### src/rtl/sost_pkg.sv
// constants and types for the shutter output select and trigger block
package sost_pkg;

    // register addresses on the serial port
    localparam logic [11:0] SOST_ADDR_SELECT = 12'h060;
    localparam logic [11:0] SOST_ADDR_TRIGGER = 12'h061;

    // register widths and reset values
    localparam int SOST_SELECT_W = 12;
    localparam int SOST_TRIGGER_W = 8;
    localparam logic [11:0] SOST_SELECT_RST = 12'h000;
    localparam logic [7:0] SOST_TRIGGER_RST = 8'h00;

    // serial frame layout: address first, then data, lsb first
    localparam int SOST_SER_ADDR_W = 12;
    localparam int SOST_SER_DATA_W = 28;
    localparam int SOST_SER_FRAME_W = SOST_SER_ADDR_W + SOST_SER_DATA_W;

    // select field positions
    localparam int SOST_SEL_FIELD_W = 3;
    localparam int SOST_SEL_SUBSTRATE_LSB = 0;
    localparam int SOST_SEL_MECH_LSB = 3;
    localparam int SOST_SEL_STROBE_LSB = 6;
    localparam int SOST_SEL_TEST_LSB = 9;

    // trigger bit positions
    localparam int SOST_TRIG_ALL_SHUT = 0;
    localparam int SOST_TRIG_SHUTTER_SEQ_1 = 1;
    localparam int SOST_TRIG_SHUTTER_SEQ_2 = 2;
    localparam int SOST_TRIG_SHUTTER_SEQ_3 = 3;
    localparam int SOST_TRIG_SUB0 = 4;
    localparam int SOST_TRIG_SUB1 = 5;
    localparam int SOST_TRIG_EXPOSURE = 6;
    localparam int SOST_TRIG_READOUT = 7;

    // common source encoding of every select field
    typedef enum logic [2:0] {
        SOST_SRC_SHUTTER_SEQ_0 = 3'h0,
        SOST_SRC_SHUTTER_SEQ_1 = 3'h1,
        SOST_SRC_SHUTTER_SEQ_2 = 3'h2,
        SOST_SRC_SHUTTER_SEQ_3 = 3'h3,
        SOST_SRC_MUX_A = 3'h4,
        SOST_SRC_MUX_B = 3'h5,
        SOST_SRC_INVALID = 3'h6,
        SOST_SRC_PAIR = 3'h7
    } sost_src_t;

    // internal timing sources offered to the output selects
    typedef struct packed {
        logic [3:0] shutter_seq;
        logic substrate_bias_mux_a;
        logic substrate_bias_mux_b;
        logic shutter_pair_mux;
    } sost_sources_t;

    // start pulses handed to the sequence generators
    typedef struct packed {
        logic [3:0] shutter_seq_start;
        logic [1:0] substrate_bias_seq_start;
        logic exposure_start;
        logic readout_start;
    } sost_starts_t;

endpackage

### src/rtl/sost_top.sv
// shutter output source select and exposure/readout trigger registers
//
// Contract
// substrate-bias pin follows select bits 2:0
// mechanical-shutter pin follows select bits 5:3
// strobe pin follows select bits 8:6
// test output follows select bits 11:9
// codes 0-3 route shutter sequences 0-3
// codes 4,5,7 route muxes; 6 invalid
// trigger bits 1-6 start their own sequences
// trigger bit 0 starts all four shutters
// joint readout waits for exposure completion
// writes take effect at next vertical sync
module sost_top
    import sost_pkg::*;
(
    // clock and reset
    input wire logic clk,
    input wire logic rstn,
    // 3-wire serial port, sampled on clk
    input wire logic ser_load_n,
    input wire logic ser_clk,
    input wire logic ser_data,
    // frame timing and sequence status
    input wire logic vertical_sync,
    input wire logic exposure_done,
    // internal timing sources
    input wire sost_sources_t sources,
    // output pins
    output logic substrate_bias_pin,
    output logic mech_shutter_pin,
    output logic strobe_pin,
    output logic test_out_signal,
    // start pulses to the generators
    output sost_starts_t starts,
    // applied register contents
    output logic [SOST_SELECT_W-1:0] select_active,
    output logic [SOST_TRIGGER_W-1:0] trigger_active
);

    // serial shifter state
    logic [SOST_SER_FRAME_W-1:0] shift_r; // incoming frame, lsb first
    logic ser_clk_d_r; // previous serial clock level
    logic ser_load_d_r; // previous load level

    // shadow registers written by the host
    logic [SOST_SELECT_W-1:0] select_shadow_r;
    logic [SOST_TRIGGER_W-1:0] trigger_shadow_r;
    logic trigger_pend_r; // trigger written, not yet applied

    // applied registers
    logic [SOST_SELECT_W-1:0] select_r;
    logic [SOST_TRIGGER_W-1:0] trigger_r;

    // frame and sync events
    logic vsync_d_r; // previous vertical sync level
    logic vsync_rise; // vertical sync boundary
    logic frame_done; // load rose: frame complete
    logic [SOST_SER_ADDR_W-1:0] frame_addr;
    logic [SOST_SER_DATA_W-1:0] frame_data;

    // readout held behind an exposure in flight
    logic readout_wait_r;

    // registered outputs
    logic [3:0] pins_r;
    sost_starts_t starts_r;

    // pick one source by the common encoding
    function automatic logic route_src(input logic [SOST_SEL_FIELD_W-1:0] code,
                                       input sost_sources_t src);
        logic val;
        val = 1'b0;
        unique case (sost_src_t'(code))
            SOST_SRC_SHUTTER_SEQ_0: val = src.shutter_seq[0];
            SOST_SRC_SHUTTER_SEQ_1: val = src.shutter_seq[1];
            SOST_SRC_SHUTTER_SEQ_2: val = src.shutter_seq[2];
            SOST_SRC_SHUTTER_SEQ_3: val = src.shutter_seq[3];
            SOST_SRC_MUX_A: val = src.substrate_bias_mux_a;
            SOST_SRC_MUX_B: val = src.substrate_bias_mux_b;
            // invalid code parks the output low rather than glitching
            SOST_SRC_INVALID: val = 1'b0;
            SOST_SRC_PAIR: val = src.shutter_pair_mux;
        endcase
        return val;
    endfunction

    // edge events; serial pins are treated as synchronous
    assign vsync_rise = vertical_sync && !vsync_d_r;
    assign frame_done = ser_load_n && !ser_load_d_r;
    assign frame_addr = shift_r[SOST_SER_ADDR_W-1:0];
    assign frame_data = shift_r[SOST_SER_FRAME_W-1:SOST_SER_ADDR_W];

    // edge history
    always_ff @(posedge clk)
    begin
        if (!rstn)
        begin
            ser_clk_d_r <= 1'b0;
            ser_load_d_r <= 1'b1;
            vsync_d_r <= 1'b0;
        end
        else
        begin
            ser_clk_d_r <= ser_clk;
            ser_load_d_r <= ser_load_n;
            vsync_d_r <= vertical_sync;
        end
    end

    // shift on each serial clock rise while load is low
    always_ff @(posedge clk)
    begin
        if (!rstn)
        begin
            shift_r <= '0;
        end
        else if (!ser_load_n && ser_clk && !ser_clk_d_r)
        begin
            // new bit enters at the top so the first bit ends at bit 0
            shift_r <= {ser_data, shift_r[SOST_SER_FRAME_W-1:1]};
        end
    end

    // shadow select register, held until vertical sync
    always_ff @(posedge clk)
    begin
        if (!rstn)
        begin
            select_shadow_r <= SOST_SELECT_RST;
        end
        else if (frame_done && frame_addr == SOST_ADDR_SELECT)
        begin
            select_shadow_r <= frame_data[SOST_SELECT_W-1:0];
        end
    end

    // shadow trigger; a write in the sync cycle survives the hand-off
    always_ff @(posedge clk)
    begin
        if (!rstn)
        begin
            trigger_shadow_r <= SOST_TRIGGER_RST;
            trigger_pend_r <= 1'b0;
        end
        else if (frame_done && frame_addr == SOST_ADDR_TRIGGER)
        begin
            trigger_shadow_r <= frame_data[SOST_TRIGGER_W-1:0];
            trigger_pend_r <= 1'b1;
        end
        else if (vsync_rise)
        begin
            // triggers are one-shot: consumed at the boundary
            trigger_shadow_r <= SOST_TRIGGER_RST;
            trigger_pend_r <= 1'b0;
        end
    end

    // apply shadows at the vertical sync boundary
    always_ff @(posedge clk)
    begin
        if (!rstn)
        begin
            select_r <= SOST_SELECT_RST;
            trigger_r <= SOST_TRIGGER_RST;
        end
        else if (vsync_rise)
        begin
            select_r <= select_shadow_r;
            trigger_r <= trigger_pend_r ? trigger_shadow_r : SOST_TRIGGER_RST;
        end
    end

    // readout joined to an exposure waits for its end
    always_ff @(posedge clk)
    begin
        if (!rstn)
        begin
            readout_wait_r <= 1'b0;
        end
        else if (vsync_rise && trigger_pend_r && trigger_shadow_r[SOST_TRIG_EXPOSURE]
                 && trigger_shadow_r[SOST_TRIG_READOUT])
        begin
            readout_wait_r <= 1'b1;
        end
        else if (exposure_done)
        begin
            readout_wait_r <= 1'b0;
        end
    end

    // start pulses, one cycle after the boundary
    always_ff @(posedge clk)
    begin
        if (!rstn)
        begin
            starts_r <= '0;
        end
        else
        begin
            starts_r <= '0;
            if (vsync_rise && trigger_pend_r)
            begin
                // bit 0 fires all shutters; bits 1-3 single ones
                starts_r.shutter_seq_start[0] <= trigger_shadow_r[SOST_TRIG_ALL_SHUT];
                starts_r.shutter_seq_start[1] <= trigger_shadow_r[SOST_TRIG_ALL_SHUT]
                    | trigger_shadow_r[SOST_TRIG_SHUTTER_SEQ_1];
                starts_r.shutter_seq_start[2] <= trigger_shadow_r[SOST_TRIG_ALL_SHUT]
                    | trigger_shadow_r[SOST_TRIG_SHUTTER_SEQ_2];
                starts_r.shutter_seq_start[3] <= trigger_shadow_r[SOST_TRIG_ALL_SHUT]
                    | trigger_shadow_r[SOST_TRIG_SHUTTER_SEQ_3];
                starts_r.substrate_bias_seq_start[0] <= trigger_shadow_r[SOST_TRIG_SUB0];
                starts_r.substrate_bias_seq_start[1] <= trigger_shadow_r[SOST_TRIG_SUB1];
                starts_r.exposure_start <= trigger_shadow_r[SOST_TRIG_EXPOSURE];
                // readout alone starts at once; with exposure it is deferred
                starts_r.readout_start <= trigger_shadow_r[SOST_TRIG_READOUT]
                    && !trigger_shadow_r[SOST_TRIG_EXPOSURE];
            end
            else if (readout_wait_r && exposure_done)
            begin
                starts_r.readout_start <= 1'b1;
            end
        end
    end

    // output pin routing, registered to avoid mux glitches on the pins
    always_ff @(posedge clk)
    begin
        if (!rstn)
        begin
            pins_r <= '0;
        end
        else
        begin
            pins_r[0] <= route_src(select_r[SOST_SEL_SUBSTRATE_LSB +: SOST_SEL_FIELD_W],
                                   sources);
            pins_r[1] <= route_src(select_r[SOST_SEL_MECH_LSB +: SOST_SEL_FIELD_W],
                                   sources);
            pins_r[2] <= route_src(select_r[SOST_SEL_STROBE_LSB +: SOST_SEL_FIELD_W],
                                   sources);
            pins_r[3] <= route_src(select_r[SOST_SEL_TEST_LSB +: SOST_SEL_FIELD_W],
                                   sources);
        end
    end

    // drive ports from flip-flops
    assign substrate_bias_pin = pins_r[0];
    assign mech_shutter_pin = pins_r[1];
    assign strobe_pin = pins_r[2];
    assign test_out_signal = pins_r[3];
    assign starts = starts_r;
    assign select_active = select_r;
    assign trigger_active = trigger_r;

endmodule

### config.mk
export PLATFORM = sky130hd
export DESIGN_NAME = sost_top
export DESIGN_NICKNAME = d
export VERILOG_FILES = /design/src/rtl/sost_pkg.sv /design/src/rtl/sost_top.sv
export SDC_FILE = /design/constraint.sdc
export NUM_CORES = 1
export LEC_CHECK = 0
export BUFFER_PORTS_ARGS = -buffer_cell sky130_fd_sc_hd__buf_2
export CAP_MARGIN = 20
export CORE_UTILIZATION = 32
export DETAILED_ROUTE_END_ITERATION = 10
export GPL_TIMING_DRIVEN = 0
export SLEW_MARGIN = 15
export SYNTH_ARGS = -nofsm -noshare
export SYNTH_HDL_FRONTEND = slang
export SYNTH_SLANG_ARGS = --single-unit
export TNS_END_PERCENT = 50
### constraint.sdc
create_clock -name clk -period 3.35 [get_ports clk]
set_input_delay 0.1675 -clock clk [delete_from_list [all_inputs] [get_ports clk]]
set_output_delay 0.1675 -clock clk [all_outputs]
set_load 0.05 [all_outputs]
# Word-level counts from Yosys, hierarchy flattened
# Index checks and enable logic that the tools add are counted.
[classes] n_reduce_logical=23 bitwise_logic=3 n_mux=13 eq_ne=30
[op_table] operator="$eq A3 B3 Y1 const B" n=16
[op_table] operator="$pmux W1 S8" n=4
[op_table] operator="$eq A12 B7 Y1 const B" n=2
[op_table] operator="$eq A3 B2 Y1 const B" n=8
[op_table] operator="$mux W8" n=3
[op_table] operator="$eq A3 B1 Y1 const B" n=4
[op_table] operator="$logic_not A3 Y1" n=4
[op_table] operator="$logic_and A1 B1 Y1" n=11
[op_table] operator="$mux W1" n=6
[op_table] operator="$logic_not A1 Y1" n=5
[op_table] operator="$reduce_bool A2 Y1" n=2
[op_table] operator="$or A1 B1 Y1" n=3
[op_table] operator="$reduce_and A2 Y1" n=1
[totals] ff_bits=97 output_inout_bits=32

# Depth between registers and ports, before layout
# Gate-level depths: netlist of the first run.
[depth] ltp_word=6 depth_mapped=5 depth_no_buf=3

# Worst setup path after synthesis of the first run
# No wires, ideal clock.
[synth_timing] kind="register to register" from="register select_r[0] (netlist: select_active[0])" to="register pins_r[0]" arrival_ns=1.423 t_required_ns=3.205 path_slack_ns=1.783 n_path_buf=0 path_stages_with_launch=4 path_cell_list="dfxtp_1 mux4_2 o21ai_0 a21oi_1"
[synth_via] elab_chain_cells=2 word_cells_on_any_way=9
[synth_lines] item="start, declared" line_no="sost_top.sv:52" rtl="logic [SOST_SELECT_W-1:0] select_r;"
[synth_lines] item="start signal, assigned" line_no="sost_top.sv:169" rtl="select_r <= select_shadow_r;"
[synth_lines] item="$eq A3 B3 Y1, or another cell as far along" line_no="sost_top.sv:74" rtl="unique case (sost_src_t'(code))"
[synth_lines] item="$pmux W1 S8 *" line_no="sost_top.sv:74"
[synth_lines] item="end signal, assigned" line_no="sost_top.sv:235" rtl="pins_r[0] <= route_src(select_r[SOST_SEL_SUBSTRATE_LSB +: SOST_SEL_FIELD_W],"
[synth_lines] item="end, declared" line_no="sost_top.sv:66" rtl="logic [3:0] pins_r;"
# Every way passes the cells marked *; elsewhere a longest branch is shown, timed or not.
# A chain may end at the register's enable or synchronous reset.

# Worst setup path after layout of the first run
[layout_timing] from="register shift_r[8]" to="register select_shadow_r[11]"
[layout_via] elab_chain_cells=2
[layout_lines] item="start, declared" line_no="sost_top.sv:42" rtl="logic [SOST_SER_FRAME_W-1:0] shift_r;"
[layout_lines] item="start signal, assigned" line_no="sost_top.sv:121" rtl="shift_r <= {ser_data, shift_r[SOST_SER_FRAME_W-1:1]};"
[layout_lines] item="$eq A12 B7 Y1" line_no="sost_top.sv:132" rtl="else if (frame_done && frame_addr == SOST_ADDR_SELECT)"
[layout_lines] item="$logic_and A1 B1 Y1" line_no="sost_top.sv:132"
[layout_lines] item="end signal, assigned" line_no="sost_top.sv:134" rtl="select_shadow_r <= frame_data[SOST_SELECT_W-1:0];"
[layout_lines] item="end, declared" line_no="sost_top.sv:47" rtl="logic [SOST_SELECT_W-1:0] select_shadow_r;"
# No other way between the ends.

==> results of run 1 <==
through the flow:
stage	instances	worst slack, ns	power (uW)	utilization [%]	hold WS (ns)
after floorplan	414	1.78	1250	-	0.269
after global placement	602	1.95	1290	36.5	0.397
after detailed placement	602	1.90	1290	36.5	0.403
after CTS	617	1.90	2510	39.7	0.0617
after global routing	617	1.73	2580	39.7	0.0613
final	617	1.97	2500	39.7	0.0646
sequential cells by signal (all words and copies together), names as in the netlist:
register and count:
shift_r 40, select_active 12, select_shadow_r 12, starts 8, trigger_active 8, trigger_shadow_r 8
pins_r 4, readout_wait_r 1, ser_clk_d_r 1, ser_load_d_r 1, trigger_pend_r 1, vsync_d_r 1
kinds of logic (layout without fill, tap and decap cells):
logic type	Yosys count	after routing	share of synthesized area, %
AO/OA/AOI/OAI	79	79	15.1
buffers and inverters	30	90	4.04
flip-flops	97	97	51.4
multiplexers	28	28	8.88
AND/OR/NAND/NOR	180	180	20.6
metal layers:
layer | vias up | wire length, um | global-route usage [%]
met2 | 64 | 3480 | 21.5
met3 | 10 | 285 | 2.25
met1 | 1314 | 3620 | 17.0
met4 | 0 | 131 | 5.07
li1 | 1505 | - | -
met5 | - | 0 | 0
placed cells by master (no fill, tap or decap), types with 3 or more instances in the layout:
cell       count
nor2_1         4
a21boi_0       9
clkbuf_16      9
mux4_2         4
nand2_1      138
a21boi_1      53
bufinv_16      4
buf_2         58
nand2b_1       3
clkbuf_1      13
mux2i_1       20
o21ai_0        4
a22oi_1        4
and2_1         6
a21oi_1        5
nand3_1       16
mux2_2         4
o21a_1         4
dfxtp_1       97
cell type report:
cell class	instances	area share [%]
Timing Repair Buffer	45	4.95
Sequential cell	97	42.7
Tap cell	143	3.94
Buffer	30	3.36
Clock buffer	9	4.95
Multi-Input combinational cell	287	37.0
Clock inverter	6	3.08
critical path: stages (launching register included):
cell     delay [ns]
dfxtp_1        0.33
nor4_2         0.30
and4_1         0.25
buf_6          0.12
buf_12         0.13
mux2i_1        0.18
synth_stat cells, drive strengths merged:
master    n
and2b     1
mux2i    20
nor4      1
and2      6
and3      1
clkbuf   13
nand4     2
o21a      4
a21oi     5
a21boi   62
and4bb    1
nor3b     2
dfxtp    97
nand2   138
or3b      1
nand2b    3
o21ai     4
mux2      4
nor3      1
and4      1
a22oi     4
and4b     1
nor2      4
mux4      4
and3b     1
buf      17
nand3    16
where the power goes:
part / internal (uW) / total, uW / switching [uW] / leakage, uW
Sequential: 1160 / 1160 / 1.61 / 0.000783
Clock: 807 / 1230 / 427 / 0.000178
Combinational: 35.7 / 102 / 66.8 / 0.000758
path summary, 6_finish.rpt:
check	endpoint	slack (ns)	depth (start not counted)
worst min register to register	shift_r[30]$_SDFFE_PN0P_	0.45	2
worst max-delay path	select_shadow_r[11]$_SDFFE_PN0P_	1.97	5
worst min-delay path	vsync_d_r$_SDFF_PN0_	0.06	2
worst max register to register	select_shadow_r[11]$_SDFFE_PN0P_	1.97	5
==> flow_summary.ini, run 1 <==
[run_status]
status = completed

[final_layout]
layout-drive-gt1-share_pct = 17.7
design_area_um2 = 4550
final_nets = 484
ff_latch_area_um2 = 1940
syn_to_final_growth_pct = 20.4
fill_cells = 1128
diodes = 0
multi_input_area_um2 = 1680

[cts]
cts_hold_buffers = 0
clk_pin_slew_ns = 0.06
cts_buffer_depth = 2
tritoncts = done
cts-root-buf = clkbuf_16
htree_num_levels = 3
cts.sinks = 97
clk_latency_ns = 0.33
cts_buffers = 9
cts_setup_buffers = 0
cts-resized-gates = 0

[floorplan]
start_util_pct = 32.9
ioPinCount = 46
die_h_um = 111
die_area_um2 = 12200
die_w_um = 111
core-area_um2 = 11500
rows = 39

[yosys]
synth_warnings = 0
synth_top_cell_area_share_pct = 51.4
ys_ff_latch = 97
synth.distinct_cells = 31
syn_avg_cell_area_um2 = 9.12
syn-instance-count = 414
synth_area_um2 = 3780
ys_top_cells_by_area = dfxtp_1, nand2_1, a21boi_1, mux2i_1, mux4_2
syn_nets = 428
ys_seq_area_share_pct = 51.4
synth_largest_area_cell = dfxtp_1

[place]
post-dp-hpwl_um = 5600
portBuffers = 45
dpl_cell_area_um2 = 4180
gp_congestion = 0.748

[setup_path]
startpoint_type = register
critPathArrivalTime_ns = 1.65
path_max_fanout = 10
r2r-start = shift_r[8]$_SDFFE_PN0P_
cp-startpoint = shift_r[8]$_SDFFE_PN0P_
path_class = register to register
required_ns = 3.61
endpoint_kind = register

[route]
first_pass_iters = 4
via_per_inst = 4.69
postRouteAntennaNets = 0
drt-initial-drc-count = 198
vias = 2893
routed_wl_um = 7520
remaining_drc_errors = 0
routedWlPerCell_um = 12.2

[power]
p_leak_uw = 0.00172
ir_worst_vdd_mv = 0.259
power_density_nw_per_um2 = 549

[grt]
grt_pass1_vias = 2729
grt_antenna_before_repair = 0
track_usage_pct = 13.1
overflow = 0
grt_max_degree = 17
grt_pass1_wl_um = 13000

[hold_path]
worstHoldStart = vertical_sync
min_path_type = primary input to register

[flow_run]
maxCapViolations = 0

[timing]
setup_violations = 0
fmax_ghz = 0.723
clock_skew_ns = 0.00721
final.setup.tns_ns = 0
min_period_ns = 1.38
min_period_over_period_pct = 41.3
tightest_slew_ns = 0.546
max-slew-margin-rel_pct = 63.5
hold_violations = 0
slew_viol_final = 0
rsz0062_at_grt = no
(Power assumes the default switching activity.)
==> inputs of run 2 (changes only) <==
==> constraint.sdc (replaced) <==
create_clock -name clk -period 1.25 [get_ports clk]
set_input_delay 0.0625 -clock clk [delete_from_list [all_inputs] [get_ports clk]]
set_output_delay 0.0625 -clock clk [all_outputs]
set_load 0.05 [all_outputs]
==> run 2 against run 1 <==
  * Die area did not move
  * Via count rose by 2.8%
  * The run now ends with setup timing left
  * Flip-flop and latch count did not move
  * Routed wire length rose by 6.9%
  * Sequential power rose to 2.7 times the previous value
  * Final area rose by 1.9%
  * Critical path depth did not move
==> flow_summary.ini, run 2 (same netlist as run 1, synthesis figures left out) <==
[route]
wl_met2_um = 3730
vias = 2975
top_layer_used = met4
wl_met3_um = 255
postRouteAntennaNets = 0
wl_met1_um = 3870
drt-initial-drc-count = 185
via_per_inst = 4.78
routed_wl_um = 8030
remaining_drc_errors = 0
first_pass_iters = 5
routedWlPerCell_um = 12.9

[grt]
grt_max_degree = 18
track_usage_pct = 13.9
grt_antenna_before_repair = 0
overflow = 0
grt_pass1_vias = 2892
grt_pass1_wl_um = 13800

[place]
post-dp-hpwl_um = 5780
dpl_cell_area_um2 = 4210
portBuffers = 45
gp_congestion = 0.733

[cts]
tritoncts = done
htree_num_levels = 3
clk_latency_ns = 0.34
clk_pin_slew_ns = 0.07
cts-root-buf = clkbuf_16
cts.sinks = 97
cts_buffers = 9
cts_buffer_depth = 2

[hold_path]
min_path_type = primary input to register

[final_layout]
fill_cells = 1110
syn_to_final_growth_pct = 22.7
largest_reg_flops = 40
final_common_cell = nand2_1
diodes = 0
design_area_um2 = 4630
top_register = shift_r
final_nets = 489
layout-drive-gt1-share_pct = 22.1
final_cell_mix = nand2_1, dfxtp_1, a21boi_1

[floorplan]
start_util_pct = 32.9
die_area_um2 = 12200
core-area_um2 = 11500
rows = 39
ioPinCount = 46
die_h_um = 111
die_w_um = 111

[setup_path]
r2r-start = shift_r[8]$_SDFFE_PN0P_
endpoint_kind = register
critPathArrivalTime_ns = 1.62
cp-startpoint = shift_r[8]$_SDFFE_PN0P_
path_max_fanout = 5
startpoint_type = register
required_ns = 1.51
reg2reg_depth = 5
r2r_slack_ns = -0.11
worstReg2RegEnd = select_shadow_r[4]$_SDFFE_PN0P_
crit_end = select_shadow_r[4]$_SDFFE_PN0P_
path_class = register to register

[timing]
clock_skew_ns = 0.00768
postLayoutSetupSlackWorst_ns = -0.111
tightest_slew_ns = 0.563
setup_violations = 12
fmax_ghz = 0.735
rsz0062_at_grt = yes
slew_viol_final = 0
final.setup.tns_ns = -0.876
min_period_ns = 1.36
hold_violations = 0
min_period_over_period_pct = 109
max-slew-margin-rel_pct = 62.4

[power]
p_leak_uw = 0.00176
power_density_nw_per_um2 = 1290
ir_worst_vdd_mv = 0.939

[run_status]
failed_checks = setup timing
status = finished, violations left

[flow_run]
maxCapViolations = 0
run 2: cell count changes in the layout (fill, tap and decap cells not counted), sizes merged:
cell | previous run | this run
buf | 62 | 61
inv | 1 | 4
clkinv | 1 | 3
clkbuf | 22 | 24
bufinv | 4 | 0
dlygate4sd3 | 0 | 4
run 2: report_power, final:
| part | switching [uW] | internal [uW] |
|---|---|---|
| registers | 5.91 | 3090 |
| clock network | 1220 | 1370 |
| logic | 187 | 120 |
| total | 1410 | 4570 |
run 2: final cells by class:
| class | count | area [um^2] | share of cell area [%] |
|---|---|---|---|
| repair buffers | 52 | 308 | 6.64 |
| multi-input cells | 287 | 1720 | 37.0 |
| clock inverters | 7 | 51.3 | 1.11 |
| flip-flops and latches | 97 | 1970 | 42.6 |
| clock buffers | 9 | 225 | 4.86 |
| plain buffers | 28 | 183 | 3.94 |
| well taps | 143 | 179 | 3.86 |
run 2: timing repair:
action	4_1_cts	5_1_grt
pin swaps	3	1
gates resized for setup	9	23
setup endpoints to repair	71	82
endpoints found under the hold margin	4	0
setup buffers	2	0
hold buffers	4	0
cloned	1	0
run 2: routing by layer:
layer | vias to the layer above | global-route usage [%]
met4 | 0 | 5.69
met5 | - | 0
li1 | 1509 | -
met3 | 17 | 3.29
met2 | 62 | 23.4
met1 | 1387 | 17.0
run 2: worst max-delay path, stage by stage, from the launching register on:
cell,delay [ns]
dfxtp_2,0.33
nor4_4,0.28
and4_1,0.23
buf_6,0.13
buf_12,0.12
mux2i_1,0.20
run 2: how the worst min path moves through the flow:
stage | from | to | slack, ns | cells past startpoint
after floorplan | ser_load_n | ser_load_d_r$_SDFF_PN1_ | 0.16 | 1
after global placement | ser_clk | ser_clk_d_r$_SDFF_PN0_ | 0.29 | 2
after detailed placement | ser_clk | ser_clk_d_r$_SDFF_PN0_ | 0.30 | 2
after CTS | exposure_done | readout_wait_r$_SDFFE_PN0P_ | 0.009 | 3
after global routing | exposure_done | readout_wait_r$_SDFFE_PN0P_ | 0.03 | 3
final | exposure_done | readout_wait_r$_SDFFE_PN0P_ | 0.01 | 3
run 2: metrics by stage:
step                      total power [uW]  instances  hold slack, ns  utilization (%)  setup WS [ns]
after floorplan                       3350        414           0.164                -       -0.00970
after global placement                3440        602           0.291             36.7         -0.121
after detailed placement              3440        602           0.300             36.7         -0.172
after CTS                             6040        624         0.00868             40.1         -0.154
after global routing                  6230        623          0.0264             40.4         -0.190
final                                 5990        623          0.0148             40.4         -0.111
